--- src/adc_front_defines.svh ---
// timing-free constants for the converter front-end control block
`ifndef ADC_FRONT_DEFINES_SVH
`define ADC_FRONT_DEFINES_SVH
// ------------------------------------------------------------
// field widths and positions
// ------------------------------------------------------------
`define CHAN_FIELD_W 4
`define PAIR_CFG_W 4
`define GAIN_FIELD_W 3
`define TEMP_SEL_BIT 3
// ------------------------------------------------------------
// reset values
// ------------------------------------------------------------
`define CHAN_RESET 4'h0
`define PAIR_CFG_RESET 4'h0
`define GAIN_RESET 3'h0
`define ENABLE_RESET 1'b0
// ------------------------------------------------------------
// gain codes
// ------------------------------------------------------------
`define GAIN_CODE_X1 3'h0
`define GAIN_CODE_X2 3'h1
`define GAIN_CODE_X4 3'h2
`define GAIN_CODE_X8 3'h3
`define GAIN_CODE_X16 3'h4
`define GAIN_CODE_XHALF 3'h6
// ------------------------------------------------------------
// one-hot positions for the nine routes
// ------------------------------------------------------------
`define ROUTE_W 9
`define ROUTE_TEMP 8
`endif

--- src/adc_front_pkg.sv ---
// types shared by the converter front-end control block
package adc_front_pkg;
  // decoded gain setting
  typedef enum logic [2:0] {
    gain_x1, gain_x2, gain_x4, gain_x8, gain_x16, gain_xhalf
  } gain_e;
  // power state of the analog subsystem
  typedef enum logic {
    pwr_shutdown, pwr_active
  } pwr_e;
endpackage : adc_front_pkg

--- src/input_route_decode.sv ---
// combinational route decode for the analog input selector
`timescale 1ns/100ps
`include "adc_front_defines.svh"
module input_route_decode
  import adc_front_pkg::*;
(
  input wire logic [3:0] i_chan, // channel select field
  input wire logic [3:0] i_pair_cfg, // one bit per input pair
  output logic [8:0] o_pos_route, // one-hot positive leg
  output logic [7:0] o_neg_route, // negative leg, zero when single-ended
  output logic o_diff // selected channel is differential
);
  // ------------------------------------------------------------
  // route decode
  // ------------------------------------------------------------
  logic [1:0] pair_idx; // which pair the selected input belongs to
  logic pair_diff; // that pair is in differential mode
  assign pair_idx = i_chan[2:1];
  assign pair_diff = i_pair_cfg[pair_idx];
  // decode the selector; temperature sensor wins on top bit
  always_comb begin
    o_pos_route = 9'h000;
    o_neg_route = 8'h00;
    o_diff = 1'b0;
    if (i_chan[`TEMP_SEL_BIT]) begin
      o_pos_route[`ROUTE_TEMP] = 1'b1;
    end else if (pair_diff) begin
      // both codes of a pair reach the same even+/odd- pair
      o_pos_route[{pair_idx, 1'b0}] = 1'b1;
      o_neg_route[{pair_idx, 1'b1}] = 1'b1;
      o_diff = 1'b1;
    end else begin
      o_pos_route[i_chan[2:0]] = 1'b1;
    end
  end
endmodule : input_route_decode

--- src/adc_input_select_gain_ctrl.sv ---
// top of the converter front-end control: enable, selector and gain
`timescale 1ns/100ps
`include "adc_front_defines.svh"
module adc_input_select_gain_ctrl
  import adc_front_pkg::*;
(
  input wire logic i_clk_sys, // system clock, 50 MHz
  input wire logic i_rst, // synchronous reset, active high
  input wire logic i_subsystem_enable, // software enable bit
  input wire logic [3:0] i_channel_select_field, // channel code
  input wire logic [3:0] i_input_pair_config, // pair mode bits
  input wire logic [2:0] i_gain_select_field, // gain code
  output logic o_converter_en, // converter core enable
  output logic o_track_hold_en, // track-and-hold enable
  output logic o_gain_stage_en, // gain stage enable
  output logic [8:0] o_pos_route, // positive leg one-hot
  output logic [7:0] o_neg_route, // negative leg one-hot, all zero unless differential
  output logic o_twos_complement, // result format flag
  output gain_e o_gain, // decoded gain
  output logic [3:0] o_pair_config // readback of pair modes
);
  // ------------------------------------------------------------
  // configuration state
  // ------------------------------------------------------------
  logic enable; // registered subsystem enable
  logic next_enable;
  logic [3:0] chan; // registered channel code
  logic [3:0] next_chan;
  logic [3:0] pair_cfg; // registered pair modes
  logic [3:0] next_pair_cfg;
  logic [2:0] gain_code; // registered gain code
  logic [2:0] next_gain_code;
  logic [8:0] pos_dec; // decoder outputs
  logic [7:0] neg_dec;
  logic diff_dec;
  gain_e gain_dec; // decoded gain
  pwr_e pwr; // power state seen by the analog side

  // map gain code to setting; unused codes fall back to unity
  function automatic gain_e decode_gain(input logic [2:0] code);
    case (code)
      `GAIN_CODE_X1: decode_gain = gain_x1;
      `GAIN_CODE_X2: decode_gain = gain_x2;
      `GAIN_CODE_X4: decode_gain = gain_x4;
      `GAIN_CODE_X8: decode_gain = gain_x8;
      `GAIN_CODE_X16: decode_gain = gain_x16;
      `GAIN_CODE_XHALF: decode_gain = gain_xhalf;
      default: decode_gain = gain_x1;
    endcase
  endfunction : decode_gain

  // ------------------------------------------------------------
  // next-state logic
  // ------------------------------------------------------------
  // settings follow software every cycle, so a change applies live
  always_comb begin
    next_enable = i_subsystem_enable;
    next_chan = i_channel_select_field;
    next_pair_cfg = i_input_pair_config;
    next_gain_code = i_gain_select_field;
  end

  // registers; reset gives disabled, single-ended, unity gain
  // software may rewrite any field on any cycle; nothing here waits for idle,
  // so a mode change never needs a reset or a disable first
  always_ff @(posedge i_clk_sys) begin
    if (i_rst) begin
      enable <= `ENABLE_RESET;
      chan <= `CHAN_RESET;
      pair_cfg <= `PAIR_CFG_RESET;
      gain_code <= `GAIN_RESET;
    end else begin
      enable <= next_enable;
      chan <= next_chan;
      pair_cfg <= next_pair_cfg;
      gain_code <= next_gain_code;
    end
  end

  // ------------------------------------------------------------
  // route decode
  // ------------------------------------------------------------
  // the decoder sees only registered settings, so routes move one clock
  // after software, in step with the enables
  input_route_decode u_route (
    .i_chan(chan),
    .i_pair_cfg(pair_cfg),
    .o_pos_route(pos_dec),
    .o_neg_route(neg_dec),
    .o_diff(diff_dec)
  );

  // spare gain codes decode to unity inside the function
  assign gain_dec = decode_gain(gain_code);
  // one power state drives all three enables, so they cannot disagree
  assign pwr = enable ? pwr_active : pwr_shutdown;

  // outputs come from flip-flop state through thin decode only;
  // a second register stage would delay enables for no benefit
  always_comb begin
    o_converter_en = (pwr == pwr_active);
    o_track_hold_en = (pwr == pwr_active);
    o_gain_stage_en = (pwr == pwr_active);
    o_pos_route = pos_dec;
    o_neg_route = neg_dec;
    o_twos_complement = diff_dec;
    o_gain = gain_dec;
    o_pair_config = pair_cfg;
  end

  // ------------------------------------------------------------
  // checks: power
  // ------------------------------------------------------------
  // the edge after any reset is skipped: registers then still hold reset
  // values, not what software drove while reset was high
  chk_enable_follow: assert property (@(posedge i_clk_sys) disable iff (i_rst)
    !$past(i_rst) |->
    (o_converter_en && o_track_hold_en && o_gain_stage_en) == $past(i_subsystem_enable))
    else $error("enables do not follow subsystem enable");
  // a half-powered chain still draws current, so all three must drop
  chk_shutdown_all: assert property (@(posedge i_clk_sys) disable iff (i_rst)
    !$past(i_rst) && !$past(i_subsystem_enable) |->
    !o_converter_en && !o_track_hold_en && !o_gain_stage_en)
    else $error("part of the chain left on in shutdown");

  // ------------------------------------------------------------
  // checks: routing
  // ------------------------------------------------------------
  // any code with the top bit set reaches the sensor, whatever the pairs say
  chk_temp_route: assert property (@(posedge i_clk_sys) disable iff (i_rst)
    !$past(i_rst) && $past(i_channel_select_field[3]) |->
    o_pos_route == 9'h100 && o_neg_route == 8'h00 && !o_twos_complement)
    else $error("temperature sensor not routed");
  chk_temp_alone: assert property (@(posedge i_clk_sys) disable iff (i_rst)
    o_pos_route[8] |-> o_neg_route == 8'h00 && !o_twos_complement)
    else $error("sensor route carries a minus leg");
  // exactly one of the nine routes is closed at any time
  chk_nine_onehot: assert property (@(posedge i_clk_sys) disable iff (i_rst)
    $onehot(o_pos_route))
    else $error("positive route not one-hot");
  // both codes of a differential pair land on the same even/odd legs
  chk_diff_pair: assert property (@(posedge i_clk_sys) disable iff (i_rst)
    !$past(i_rst) && !$past(i_channel_select_field[3]) &&
    $past(i_input_pair_config[i_channel_select_field[2:1]]) |->
    o_pos_route == (9'h001 << {$past(i_channel_select_field[2:1]), 1'b0}) &&
    o_neg_route == (8'h02 << {$past(i_channel_select_field[2:1]), 1'b0}))
    else $error("differential legs wrong");
  chk_neg_odd: assert property (@(posedge i_clk_sys) disable iff (i_rst)
    (o_neg_route & 8'h55) == 8'h00)
    else $error("minus leg on an even input");
  chk_diff_even_plus: assert property (@(posedge i_clk_sys) disable iff (i_rst)
    o_twos_complement |-> (o_pos_route & 9'h0AA) == 9'h000)
    else $error("plus leg on an odd input");
  // single-ended: the code picks its own input and the minus leg stays open
  chk_single_route: assert property (@(posedge i_clk_sys) disable iff (i_rst)
    !$past(i_rst) && !$past(i_channel_select_field[3]) &&
    !$past(i_input_pair_config[i_channel_select_field[2:1]]) |->
    o_pos_route == (9'h001 << $past(i_channel_select_field[2:0])) && o_neg_route == 8'h00)
    else $error("single-ended route wrong");
  chk_single_neg: assert property (@(posedge i_clk_sys) disable iff (i_rst)
    (o_neg_route == 8'h00) == !o_twos_complement)
    else $error("format flag disagrees with route");
  chk_diff_format: assert property (@(posedge i_clk_sys) disable iff (i_rst)
    !$past(i_rst) && !$past(i_channel_select_field[3]) |->
    o_twos_complement == $past(i_input_pair_config[i_channel_select_field[2:1]]))
    else $error("result format does not follow pair mode");
  // pair modes follow software a clock later with no reset or disable
  chk_live_change: assert property (@(posedge i_clk_sys) disable iff (i_rst)
    !$past(i_rst) |-> o_pair_config == $past(i_input_pair_config))
    else $error("pair config not applied next cycle");
  // reset leaves every pair single-ended and the plain route on input 0
  chk_reset_state: assert property (@(posedge i_clk_sys)
    $past(i_rst) |-> o_pair_config == 4'h0 && o_gain == gain_x1 && !o_converter_en)
    else $error("reset values wrong");
  chk_reset_route: assert property (@(posedge i_clk_sys)
    $past(i_rst) |-> o_pos_route == 9'h001 && o_neg_route == 8'h00 && !o_twos_complement)
    else $error("reset route not single-ended input 0");

  // ------------------------------------------------------------
  // checks: gain
  // ------------------------------------------------------------
  chk_gain_map: assert property (@(posedge i_clk_sys) disable iff (i_rst)
    !$past(i_rst) && $past(i_gain_select_field) == 3'h4 |-> o_gain == gain_x16)
    else $error("gain code not decoded");
  // codes one to three step the gain by powers of two
  chk_gain_steps: assert property (@(posedge i_clk_sys) disable iff (i_rst)
    !$past(i_rst) |->
    ($past(i_gain_select_field) != `GAIN_CODE_X2 || o_gain == gain_x2) &&
    ($past(i_gain_select_field) != `GAIN_CODE_X4 || o_gain == gain_x4) &&
    ($past(i_gain_select_field) != `GAIN_CODE_X8 || o_gain == gain_x8))
    else $error("power-of-two gain code not decoded");
  // spare codes fall back to unity rather than leaving the stage undefined
  chk_gain_unused: assert property (@(posedge i_clk_sys) disable iff (i_rst)
    !$past(i_rst) &&
    ($past(i_gain_select_field) == 3'h5 || $past(i_gain_select_field) == 3'h7) |->
    o_gain == gain_x1)
    else $error("spare gain code not unity");
  chk_gain_reset: assert property (@(posedge i_clk_sys)
    $past(i_rst) |-> o_gain == gain_x1)
    else $error("reset gain not unity");
  chk_gain_distinct: assert property (@(posedge i_clk_sys) disable iff (i_rst)
    !$past(i_rst) && $past(i_gain_select_field) == 3'h6 |-> o_gain == gain_xhalf)
    else $error("half gain code wrong");

  // ------------------------------------------------------------
  // cover points
  // ------------------------------------------------------------
  // main scenarios the bench is expected to reach
  cov_temp: cover property (@(posedge i_clk_sys) o_pos_route[8]);
  cov_diff: cover property (@(posedge i_clk_sys) o_twos_complement);
  cov_enable: cover property (@(posedge i_clk_sys) $rose(o_converter_en));
  cov_live: cover property (@(posedge i_clk_sys) o_converter_en && $changed(o_pair_config));
  cov_half_gain: cover property (@(posedge i_clk_sys) o_gain == gain_xhalf);
endmodule : adc_input_select_gain_ctrl

--- config.mk ---
export PLATFORM = sky130hd
export DESIGN_NAME = adc_input_select_gain_ctrl
export DESIGN_NICKNAME = d
export VERILOG_FILES = /design/src/adc_front_pkg.sv /design/src/input_route_decode.sv /design/src/adc_input_select_gain_ctrl.sv
export VERILOG_INCLUDE_DIRS = /design/src
export SDC_FILE = /design/constraint.sdc
export NUM_CORES = 1
export LEC_CHECK = 0
export CORE_AREA = 2 2 39 41
export CTS_CLUSTER_DIAMETER = 30
export CTS_CLUSTER_SIZE = 24
export DETAILED_ROUTE_END_ITERATION = 10
export DIE_AREA = 0 0 41 43
export DONT_BUFFER_PORTS = 1
export PLACE_DENSITY_LB_ADDON = 0.1
export REMOVE_ABC_BUFFERS = 1
export SLEW_MARGIN = 30
export SYNTH_ARGS = -nofsm -noshare
export SYNTH_HDL_FRONTEND = slang
export SYNTH_SLANG_ARGS = --single-unit
export TNS_END_PERCENT = 50
--- constraint.sdc ---
create_clock -name i_clk_sys -period 4.3 [get_ports i_clk_sys]
set_clock_uncertainty 0.15 [all_clocks]
set_input_delay 0.645 -clock i_clk_sys [delete_from_list [all_inputs] [get_ports i_clk_sys]]
set_output_delay 0.645 -clock i_clk_sys [all_outputs]
set_load 0.05 [all_outputs]
Word level (Yosys, flattened, before mapping)
Cells that the tools add are included.
Storage, ports and cells
  register bits after elaboration: 12
  bits of input ports: 14
  word-level logic and storage cells: 36
  output and inout bits: 28
Operators by class
  muxes and demuxes: 17
  reductions and logical operators: 3
  eq/ne operators: 5
  order comparisons: 7
Operators by type and width (count)
  8-bit 2-to-1 mux: 4
  3-bit one-hot mux with 5 select lines: 1
  3-bit by 5-bit < comparator with 1-bit output (second input constant): 2
  3-bit by 1-bit greater-or-equal comparator with 1-bit output (second input constant): 3
  1-bit 2-to-1 mux: 8
  3-bit by 2-bit == test with 1-bit output (second input constant): 2
  3-bit == test (second input constant): 2
  1-bit demux with 2-bit select: 2
  3-bit by 4-bit < comparator with 1-bit output (second input constant): 1
  1-bit demux with 3-bit select: 1
  3-bit by 1-bit == test with 1-bit output (second input constant): 1
  1-bit logical AND: 3
  2-bit by 3-bit < comparator with 1-bit output (second input constant): 1
  1-bit binary-select mux with 2-bit select: 1

Longest topological paths before layout
Gate-level depths: netlist (run 1).
  word-level depth: 6
  mapped depth: 2
  depth with buffers taken out: 2

By module
From an unflattened synthesis (run 1), not the netlist that was laid out.
Second synthesis, totals
  cells, all modules: 59
  area total of the unflattened synthesis: 603.1 sq um
By module, submodules not included
  adc_input_select_gain_ctrl: area each 395.4 sq um, cells each 31, seq. area each 240.2 sq um, instances 1
  input_route_decode: area each 207.7 sq um, cells each 28, seq. area each 0.0 sq um, instances 1

Worst setup path before layout (run 1)
No wires, ideal clock.
  path type: reg2out
  start: register pair_cfg[2], in the netlist o_pair_config[2]
  end: output port o_pos_route[5]
  path slack: 1187 ps
  stages on the path, launching flop included: 3
  arrival: 2318 ps
  path through: dfxtp_1 -> nand2b_1 -> nor4b_1
Between the ends
  longest elaborated chain between the ends: 4
RTL lines
  start, declared: RTL line adc_input_select_gain_ctrl.sv:29  | logic [3:0] pair_cfg;
  start signal, assigned: RTL line adc_input_select_gain_ctrl.sv:70  | pair_cfg <= `PAIR_CFG_RESET;
  start signal, assigned: RTL line adc_input_select_gain_ctrl.sv:75  | pair_cfg <= next_pair_cfg;
  1-bit binary-select mux with 2-bit select: RTL line input_route_decode.sv:19  | assign pair_diff = i_pair_cfg[pair_idx];
  1-bit 2-to-1 mux (not written as such): RTL line input_route_decode.sv:19
  8-bit 2-to-1 mux: RTL line input_route_decode.sv:27  | end else if (pair_diff) begin
  8-bit 2-to-1 mux: RTL line input_route_decode.sv:25  | if (i_chan[`TEMP_SEL_BIT]) begin
  end, declared: RTL line adc_input_select_gain_ctrl.sv:16  | output logic [8:0] o_pos_route,
Every way passes these cells. The select of a mux whose other input is x is not followed.

Worst setup path after layout (run 1)
  start: register chan[3]
  end: output port o_pos_route[0]
Between the ends
  longest elaborated chain between the ends: 1
RTL lines
  start, declared: RTL line adc_input_select_gain_ctrl.sv:27  | logic [3:0] chan;
  start signal, assigned: RTL line adc_input_select_gain_ctrl.sv:69  | chan <= `CHAN_RESET;
  start signal, assigned: RTL line adc_input_select_gain_ctrl.sv:74  | chan <= next_chan;
  8-bit 2-to-1 mux: RTL line input_route_decode.sv:25
Every way passes these cells.

==> results.yml, run 1 <==
yosys:
  synth_cell_types: 19
  yosys_warnings: 0
  synth-seq-area-share_pct: 43.2
  yosys_register_bits: 12
  yosys.area_share.adder_pct: 0
  synth.cell_area_um2: 556
  async_reset_ff_share_pct: 0
  postSynth.topFlopCell: "sky130_fd_sc_hd__dfxtp_1"
  synth_edf_count: 0
  postSynthCellCount: 59
  synth_top_family_by_area: "simple AND/OR/NAND/NOR gates"
  area_share_of_and_or_nand_nor_cells_after_synthesis_pct: 34.7
  synth-compound-area-share_pct: 2.70
  synth-xor-area-share_pct: 0
  yosys-mux-area-fraction_pct: 6.53
  avgSynthCellArea_um2: 9.42
die:
  rows: 14
  floorplan.initialDensity_pct: 40.1
  floorplan.die.width_um: 41
  dieHeight_um: 43
  die-area_um2: 1760
  ioPinCount: 42
  core_region_area_um2: 1380
timing:
  post-route-period-util_pct: 67.3
  hold_ws_ns: 0.280
  final-setup-viol-count: 0
  post-route-min-period_ns: 2.89
  max_slew.worst_pin.slew_ns: 1.05
  slew-limit-headroom_pct: 30.2
  final_hold_viol_count: 0
  clock.fmax_ghz: 0.345
  setup_repair_after_global_routing_missed_its_margin: "false"
  slew_viol_final: 0
  timing.setup.tns_ns: 0
setup_path:
  setup.worst_path.start_class: "flip-flop"
  critical_path.endpoint_type: "primary output"
  path_max_fanout: 7
  timing_startpoint_of_the_critical_path: "chan[3]"
  worst_endpoint_required_time_ns: 3.50
  crit_end: "o_pos_route[0]"
  worstSetupPathType: "flip-flop to primary output"
  critical_path_arrival_ns: 2.10
global_route:
  grt_first_pass_wirelength_um: 1350
  antenna_found_initial: 0
  grt_max_degree: 13
  global_route.overflow_total: 0
  grt_pass1_vias: 320
  grtUsageTotal_pct: 12.5
clock_tree:
  cts_sinks: 12
  cts_hold_buf: 0
  cts.clk_slew.worst_paths_ns: 0.07
  h-tree-depth: 1
  cts_tree: "built"
  cts_resized: 0
  clock_path_buffers: 2
  post_cts_buffers: 0
  tritoncts.num_buffers: 3
  cts.root.buffer_cell: "sky130_fd_sc_hd__clkbuf_4"
finish:
  syn2layout_area_growth_pct: 9.01
  share_of_the_core_filled_with_cells_pct: 43.8
  design.final.nets: 75
  antenna-diode-count: 0
  finalInstanceArea_um2: 606
  fillers: 140
  drive_gt1_share_pct: 21.7
route:
  via_to_cell_ratio: 4.87
  post-route-drc-count: 0
  routed-via-count: 370
  wl_per_cell_um: 12.3
  ant_nets: 0
  drtPass1Iterations: 3
  finalWirelength_um: 931
  drtIter0Drc: 2
placed_design:
  gp_congestion: 0.593
  post-dp-hpwl_um: 714
  portBuffers: 0
  post_dp_cell_area_um2: 566
min_path:
  hp-class: "input pin to flip-flop"
status:
  run_status: "finished clean"
power_and_ir_drop:
  p_per_area_nw_per_um2: 450
  finalPower_mw: 0.273
  ir_worst_vdd_mv: 0.269
  leakagePower_nw: 0.247
job:
  max_cap_violations: 0
==> cell usage in the layout, fill, tap and decap left out <==
cell	netlist	layout
sky130_fd_sc_hd__a21oi_2	0	1
sky130_fd_sc_hd__mux2i_2	0	1
sky130_fd_sc_hd__nand2_1	1	1
sky130_fd_sc_hd__and3_1	2	2
sky130_fd_sc_hd__conb_1	1	4
sky130_fd_sc_hd__clkbuf_4	0	3
sky130_fd_sc_hd__nor3b_2	1	3
sky130_fd_sc_hd__nand3b_1	1	1
sky130_fd_sc_hd__dfxtp_1	12	12
sky130_fd_sc_hd__buf_4	7	2
sky130_fd_sc_hd__mux4_1	1	1
sky130_fd_sc_hd__clkbuf_8	0	1
sky130_fd_sc_hd__inv_1	3	3
sky130_fd_sc_hd__a21oi_1	3	2
sky130_fd_sc_hd__or3b_4	1	1
sky130_fd_sc_hd__nand2b_1	1	1
sky130_fd_sc_hd__nor2b_1	15	15
sky130_fd_sc_hd__nor4b_2	0	1
sky130_fd_sc_hd__nor2_1	4	4
sky130_fd_sc_hd__or3_1	1	1
==> cell usage after synthesis (2+ instances only) <==
| library cell | n | area [um^2] |
|---|---|---|
| sky130_fd_sc_hd__dfxtp_1 | 12 | 240 |
| sky130_fd_sc_hd__nor2_1 | 4 | 15.0 |
| sky130_fd_sc_hd__nor2b_1 | 15 | 93.8 |
| sky130_fd_sc_hd__and3_1 | 2 | 12.5 |
| sky130_fd_sc_hd__inv_1 | 3 | 11.3 |
| sky130_fd_sc_hd__nor3b_1 | 2 | 15.0 |
| sky130_fd_sc_hd__a21oi_1 | 3 | 15.0 |
| sky130_fd_sc_hd__buf_4 | 7 | 52.6 |
==> layer usage <==
metal / part of all wire [%] / GRT usage, % / vias to the layer above / wire, um
met5: 0 / 0 / - / 0
met4: 1.6 / 14.0 / 0 / 15
met3: 9.1 / 4.19 / 2 / 85
met2: 47 / 15.0 / 22 / 439
met1: 42 / 15.3 / 164 / 390
li1: - / - / 182 / -
==> how the worst min path moves through the flow <==
stage	start	to	slack [ns]	depth (start not counted)
2_1_floorplan	i_rst	chan[0]	0.57	1
3_3_place_gp	i_rst	gain_code[1]	0.57	1
3_5_place_dp	i_rst	chan[1]	0.57	1
4_1_cts	i_rst	chan[3]	0.28	1
5_1_grt	i_rst	enable	0.25	1
6_report	i_rst	enable	0.28	1
==> area by class of cell <==
class,instances,area (um^2),share of cell area (%)
Tap cell,16,20.0,3.31
Sequential cell,12,240,39.7
Multi-Input combinational cell,39,283,46.7
Clock buffer,4,36.3,5.99
Timing Repair Buffer,2,15.0,2.48
Inverter,3,11.3,1.86
==> stage by stage <==
| stage | std cells | setup slack, ns |
|---|---|---|
| floorplan | 54 | 1.19 |
| global placement | 72 | 1.70 |
| detailed placement | 72 | 1.68 |
| CTS | 76 | 1.37 |
| global route | 76 | 1.33 |
| finish | 76 | 1.41 |
==> critical path, stage by stage (launching register included) <==
cell and delay, ns:
sky130_fd_sc_hd__dfxtp_1 0.53, sky130_fd_sc_hd__or3_1 0.47, sky130_fd_sc_hd__a21oi_1 0.83
==> where the power goes <==
part	switching [mW]	internal, mW	total (mW)	leakage, nW
clock network	0.0369	0.0515	0.0884	0.0210
logic	0.0406	0.0107	0.0513	0.126
registers	0.0159	0.117	0.133	0.100
==> flip-flops by register name, indices dropped and copies added (netlist names) <==
signal / flops
o_pair_config: 4
chan: 4
enable: 1
gain_code: 3
==> logic make-up (layout without fill, tap and decap cells) <==
| kind of cell | count (synthesis) | after routing |
|---|---|---|
| AOI/OAI and AO/OA | 3 | 3 |
| muxes | 2 | 2 |
| other | 1 | 4 |
| DFF | 12 | 12 |
| and+or+nand+nor | 30 | 30 |
| buffers and inverters | 11 | 9 |
Note: power is estimated with default switching activity, not from simulation.
==> run 2: changes to the inputs <==
==> constraint.sdc (replaced) <==
create_clock -name i_clk_sys -period 2.4 [get_ports i_clk_sys]
set_clock_uncertainty 0.15 [all_clocks]
set_input_delay 0.36 -clock i_clk_sys [delete_from_list [all_inputs] [get_ports i_clk_sys]]
set_output_delay 0.36 -clock i_clk_sys [all_outputs]
set_load 0.05 [all_outputs]
==> results.yml, run 2 (synthesis results as in run 1) <==
min_path:
  hp-class: "input pin to flip-flop"
  worst_hold_startpoint: "i_rst"
timing:
  setup_repair_after_global_routing_missed_its_margin: "false"
  final-setup-viol-count: 0
  clock.fmax_ghz: 0.478
  post-route-min-period_ns: 2.09
  post-route-period-util_pct: 87.2
  slew_viol_final: 0
  layout_setup_ws_ns: 0.307
  timing.setup.tns_ns: 0
  final_hold_viol_count: 0
setup_path:
  setup.worst_path.start_class: "flip-flop"
  path_max_fanout: 6
  timing_startpoint_of_the_critical_path: "chan[1]"
  critical_path.endpoint_type: "primary output"
  critical_path_arrival_ns: 1.58
  worstSetupPathType: "flip-flop to primary output"
  worst_endpoint_required_time_ns: 1.89
status:
  run_status: "finished clean"
die:
  ioPinCount: 42
  rows: 14
  die-area_um2: 1760
  core_region_area_um2: 1380
  floorplan.initialDensity_pct: 40.1
  dieHeight_um: 43
  floorplan.die.width_um: 41
finish:
  combined_area_of_the_multi_input_logic_cells_um2: 275
  mostFrequentLayoutCell: "sky130_fd_sc_hd__buf_4"
  design.final.nets: 96
  antenna-diode-count: 0
  syn2layout_area_growth_pct: 34.9
  most_frequent_cells_in_the_layout: "sky130_fd_sc_hd__buf_4, sky130_fd_sc_hd__nor2b_1, sky130_fd_sc_hd__dfxtp_1"
  register_cell_area_after_layout_um2: 240
  finalInstanceArea_um2: 749
  fillers: 138
  drive_gt1_share_pct: 35.0
clock_tree:
  cts_tree: "built"
  clock_path_buffers: 2
  cts.clk_slew.worst_paths_ns: 0.06
  h-tree-depth: 1
  tritoncts.num_buffers: 3
  cts.root.buffer_cell: "sky130_fd_sc_hd__clkbuf_4"
  cts_hold_buf: 2
  post_cts_buffers: 0
  cts_sinks: 12
  cts_resized: 0
placed_design:
  post_dp_cell_area_um2: 697
  gp_congestion: 0.609
  portBuffers: 0
  post-dp-hpwl_um: 820
  pre_cts_slack_ns: 0.591
power_and_ir_drop:
  ir_worst_vdd_mv: 0.353
  power.switching_mw: 0.162
  leakagePower_nw: 0.345
  netSwitchingFraction_pct: 34.7
  p_per_area_nw_per_um2: 625
  clock_power_share_pct: 24.4
  p_seq_share_pct: 46.6
  pwr-share-comb_pct: 29.0
  power.internal_mw: 0.306
  finalPower_mw: 0.469
route:
  routed-via-count: 436
  post-route-drc-count: 0
  ant_nets: 0
  via_to_cell_ratio: 4.54
  drtPass1Iterations: 4
  drtIter0Drc: 2
  finalWirelength_um: 1060
  wl_per_cell_um: 11.0
global_route:
  global_route.overflow_total: 0
  grt_pass1_vias: 372
  grt_first_pass_wirelength_um: 1500
  grtUsageTotal_pct: 12.8
  antenna_found_initial: 0
  grt_max_degree: 9
job:
  max_cap_violations: 0
run 2: power by group through the flow:
stage / registers, mW / clock network (mW) / logic (mW)
finish: 0.218 / 0.114 / 0.136
floorplan: 0.248 / 0 / 0.0757
CTS: 0.219 / 0.121 / 0.135
global route: 0.220 / 0.129 / 0.142
global placement: 0.223 / 0 / 0.130
detailed placement: 0.223 / 0 / 0.131
run 2: area by class of cell:
class	count	share of cell area [%]
multi-input combinational	39	36.7
sequential	12	32.1
timing repair buffer	23	24.0
clock buffer	3	3.01
tap	16	2.67
inverter	3	1.50
run 2: worst paths after layout:
kind | end | slack, ns | depth (start not counted)
setup / recovery | o_twos_complement | 0.31 | 3
hold / removal | o_pair_config[3] | 0.01 | 1
run 2: per-layer routing:
metal	vias to the layer above	share of wire, %	GRT usage (%)
met5	-	0	0
met4	0	0	8.00
met3	0	7.5	4.19
met2	19	54	18.4
met1	193	38	15.8
li1	224	-	-
run 2: through the flow:
stage | instances | utilization, % | hold WS (ns)
global route | 96 | 54.2 | 0.000683
finish | 96 | 54.2 | 0.0130
global placement | 90 | 50.4 | 0.283
floorplan | 54 | - | 0.282
detailed placement | 90 | 50.4 | 0.284
CTS | 95 | 53.4 | 0.00144
run 2: worst max-delay path: stages (launching register included):
cell,delay [ns]
sky130_fd_sc_hd__dfxtp_1,0.43
sky130_fd_sc_hd__mux4_1,0.57
sky130_fd_sc_hd__nor2b_1,0.14
sky130_fd_sc_hd__buf_4,0.19
==> run 3: changes to the inputs <==
==> constraint.sdc (replaced) <==
create_clock -name i_clk_sys -period 1.7 [get_ports i_clk_sys]
set_clock_uncertainty 0.15 [all_clocks]
set_input_delay 0.255 -clock i_clk_sys [delete_from_list [all_inputs] [get_ports i_clk_sys]]
set_output_delay 0.255 -clock i_clk_sys [all_outputs]
set_load 0.05 [all_outputs]
==> results.yml, run 3 (synthesis results as in run 1) <==
status:
  run_status: "finished, violations left"
  violations_in_the_final_reports: "negative setup slack"
placed_design:
  gp_congestion: 0.637
  portBuffers: 0
  post-dp-hpwl_um: 861
global_route:
  grt_max_degree: 13
  grt_first_pass_wirelength_um: 2060
  antenna_found_initial: 0
  grtUsageTotal_pct: 17.5
  global_route.overflow_total: 0
  grt_pass1_vias: 494
route:
  finalWirelength_um: 1350
  drtIter0Drc: 6
  ant_nets: 0
  post-route-drc-count: 0
  routed-via-count: 532
  wl_per_cell_um: 11.7
  via_to_cell_ratio: 4.63
  drtPass1Iterations: 2
timing:
  setup_repair_after_global_routing_missed_its_margin: "true"
  post-route-period-util_pct: 107
  clock.fmax_ghz: 0.550
  slew_viol_final: 0
  hold_ws_ns: 0.372
  layout_setup_ws_ns: -0.120
  final-setup-viol-count: 8
  timing.setup.tns_ns: -0.495
  final_hold_viol_count: 0
  post-route-min-period_ns: 1.82
clock_tree:
  cts.clk_slew.worst_paths_ns: 0.08
  cts_tree: "built"
  cts_sinks: 12
  h-tree-depth: 1
  tritoncts.num_buffers: 3
  clock_path_buffers: 2
  cts.root.buffer_cell: "sky130_fd_sc_hd__clkbuf_4"
min_path:
  hp-class: "input pin to flip-flop"
die:
  ioPinCount: 42
  floorplan.initialDensity_pct: 40.1
  core_region_area_um2: 1380
  rows: 14
  die-area_um2: 1760
  dieHeight_um: 43
  floorplan.die.width_um: 41
setup_path:
  worstSetupPathType: "flip-flop to primary output"
  setup.worst_path.start_class: "flip-flop"
  path_max_fanout: 4
  cp_slowest_stage_delay_ns: 0.50
  critical_path_arrival_ns: 1.41
  timing.critical_path.cells: "mux4_2 -> nor2b_4 -> buf_6"
  worst_endpoint_required_time_ns: 1.29
  critical-path-slowest-cell: "sky130_fd_sc_hd__mux4_2"
  critical_path.endpoint_type: "primary output"
finish:
  combined_area_of_the_multi_input_logic_cells_um2: 318
  syn2layout_area_growth_pct: 87.2
  drive_gt1_share_pct: 50.5
  antenna-diode-count: 0
  fillers: 106
  design.final.nets: 114
  register_cell_area_after_layout_um2: 250
  most_frequent_cells_in_the_layout: "sky130_fd_sc_hd__nor2b_1, sky130_fd_sc_hd__buf_4, sky130_fd_sc_hd__buf_6"
power_and_ir_drop:
  p_seq_share_pct: 39.4
  ir_worst_vdd_mv: 0.722
  leakagePower_nw: 0.462
  power.switching_mw: 0.258
  netSwitchingFraction_pct: 33.0
  clock_power_share_pct: 28.1
  p_per_area_nw_per_um2: 752
  power.internal_mw: 0.524
  pwr-share-comb_pct: 32.5
job:
  max_cap_violations: 0
-- run 3: repair_timing --
item                       in CTS  in global routing
setup endpoints to repair       7                 13
hold endpoints to repair       12                  0
hold buffers                   13                  0
setup buffers                   4                  0
resized for setup              26                  6
pin swaps                       6                  3
-- run 3: power by group through the flow --
stage               registers [mW]  logic [mW]  clock network (mW)
CTS                          0.308       0.249               0.229
finish                       0.308       0.254               0.219
detailed placement           0.315       0.194                   0
global route                 0.311       0.266               0.236
global placement             0.315       0.193                   0
floorplan                    0.351       0.107                   0
-- run 3: worst max-delay path: cells and delay by family (launching register included) --
family                 cells  cell delay, ns
DFF                        1            0.37
muxes                      1            0.50
and+or+nand+nor            1            0.14
buffers and inverters      1            0.14
-- run 3: final cells by class --
class | count | area share, %
clock buffers | 4 | 3.49
multi-input cells | 39 | 30.6
inverters | 3 | 1.08
well taps | 16 | 1.93
repair buffers | 41 | 38.9
flip-flops and latches | 12 | 24.1
-- run 3: stage by stage --
step                      area (um^2)  setup slack, ns  util [%]  power, mW  std cells
final                            1040           -0.120      75.1      0.782        115
after global routing             1040           -0.172      75.1      0.813        115
after CTS                        1020           -0.128      73.5      0.786        115
after detailed placement          739           0.0488      53.4      0.510         94
after global placement            739           0.0720      53.4      0.507         94
after floorplan                   510            -1.02         -      0.458         54
-- run 3: worst paths after layout --
path / startpoint / to / cells after the start
worst min-delay path: i_rst / o_pair_config[0] / 2
worst max-delay path: chan[1] / o_twos_complement / 3
-- run 3: per-layer routing --
layer	global-route usage [%]	routed length, um
met1	20.0	549
met2	28.4	711
met3	3.14	66
met4	10.0	16
met5	0	0
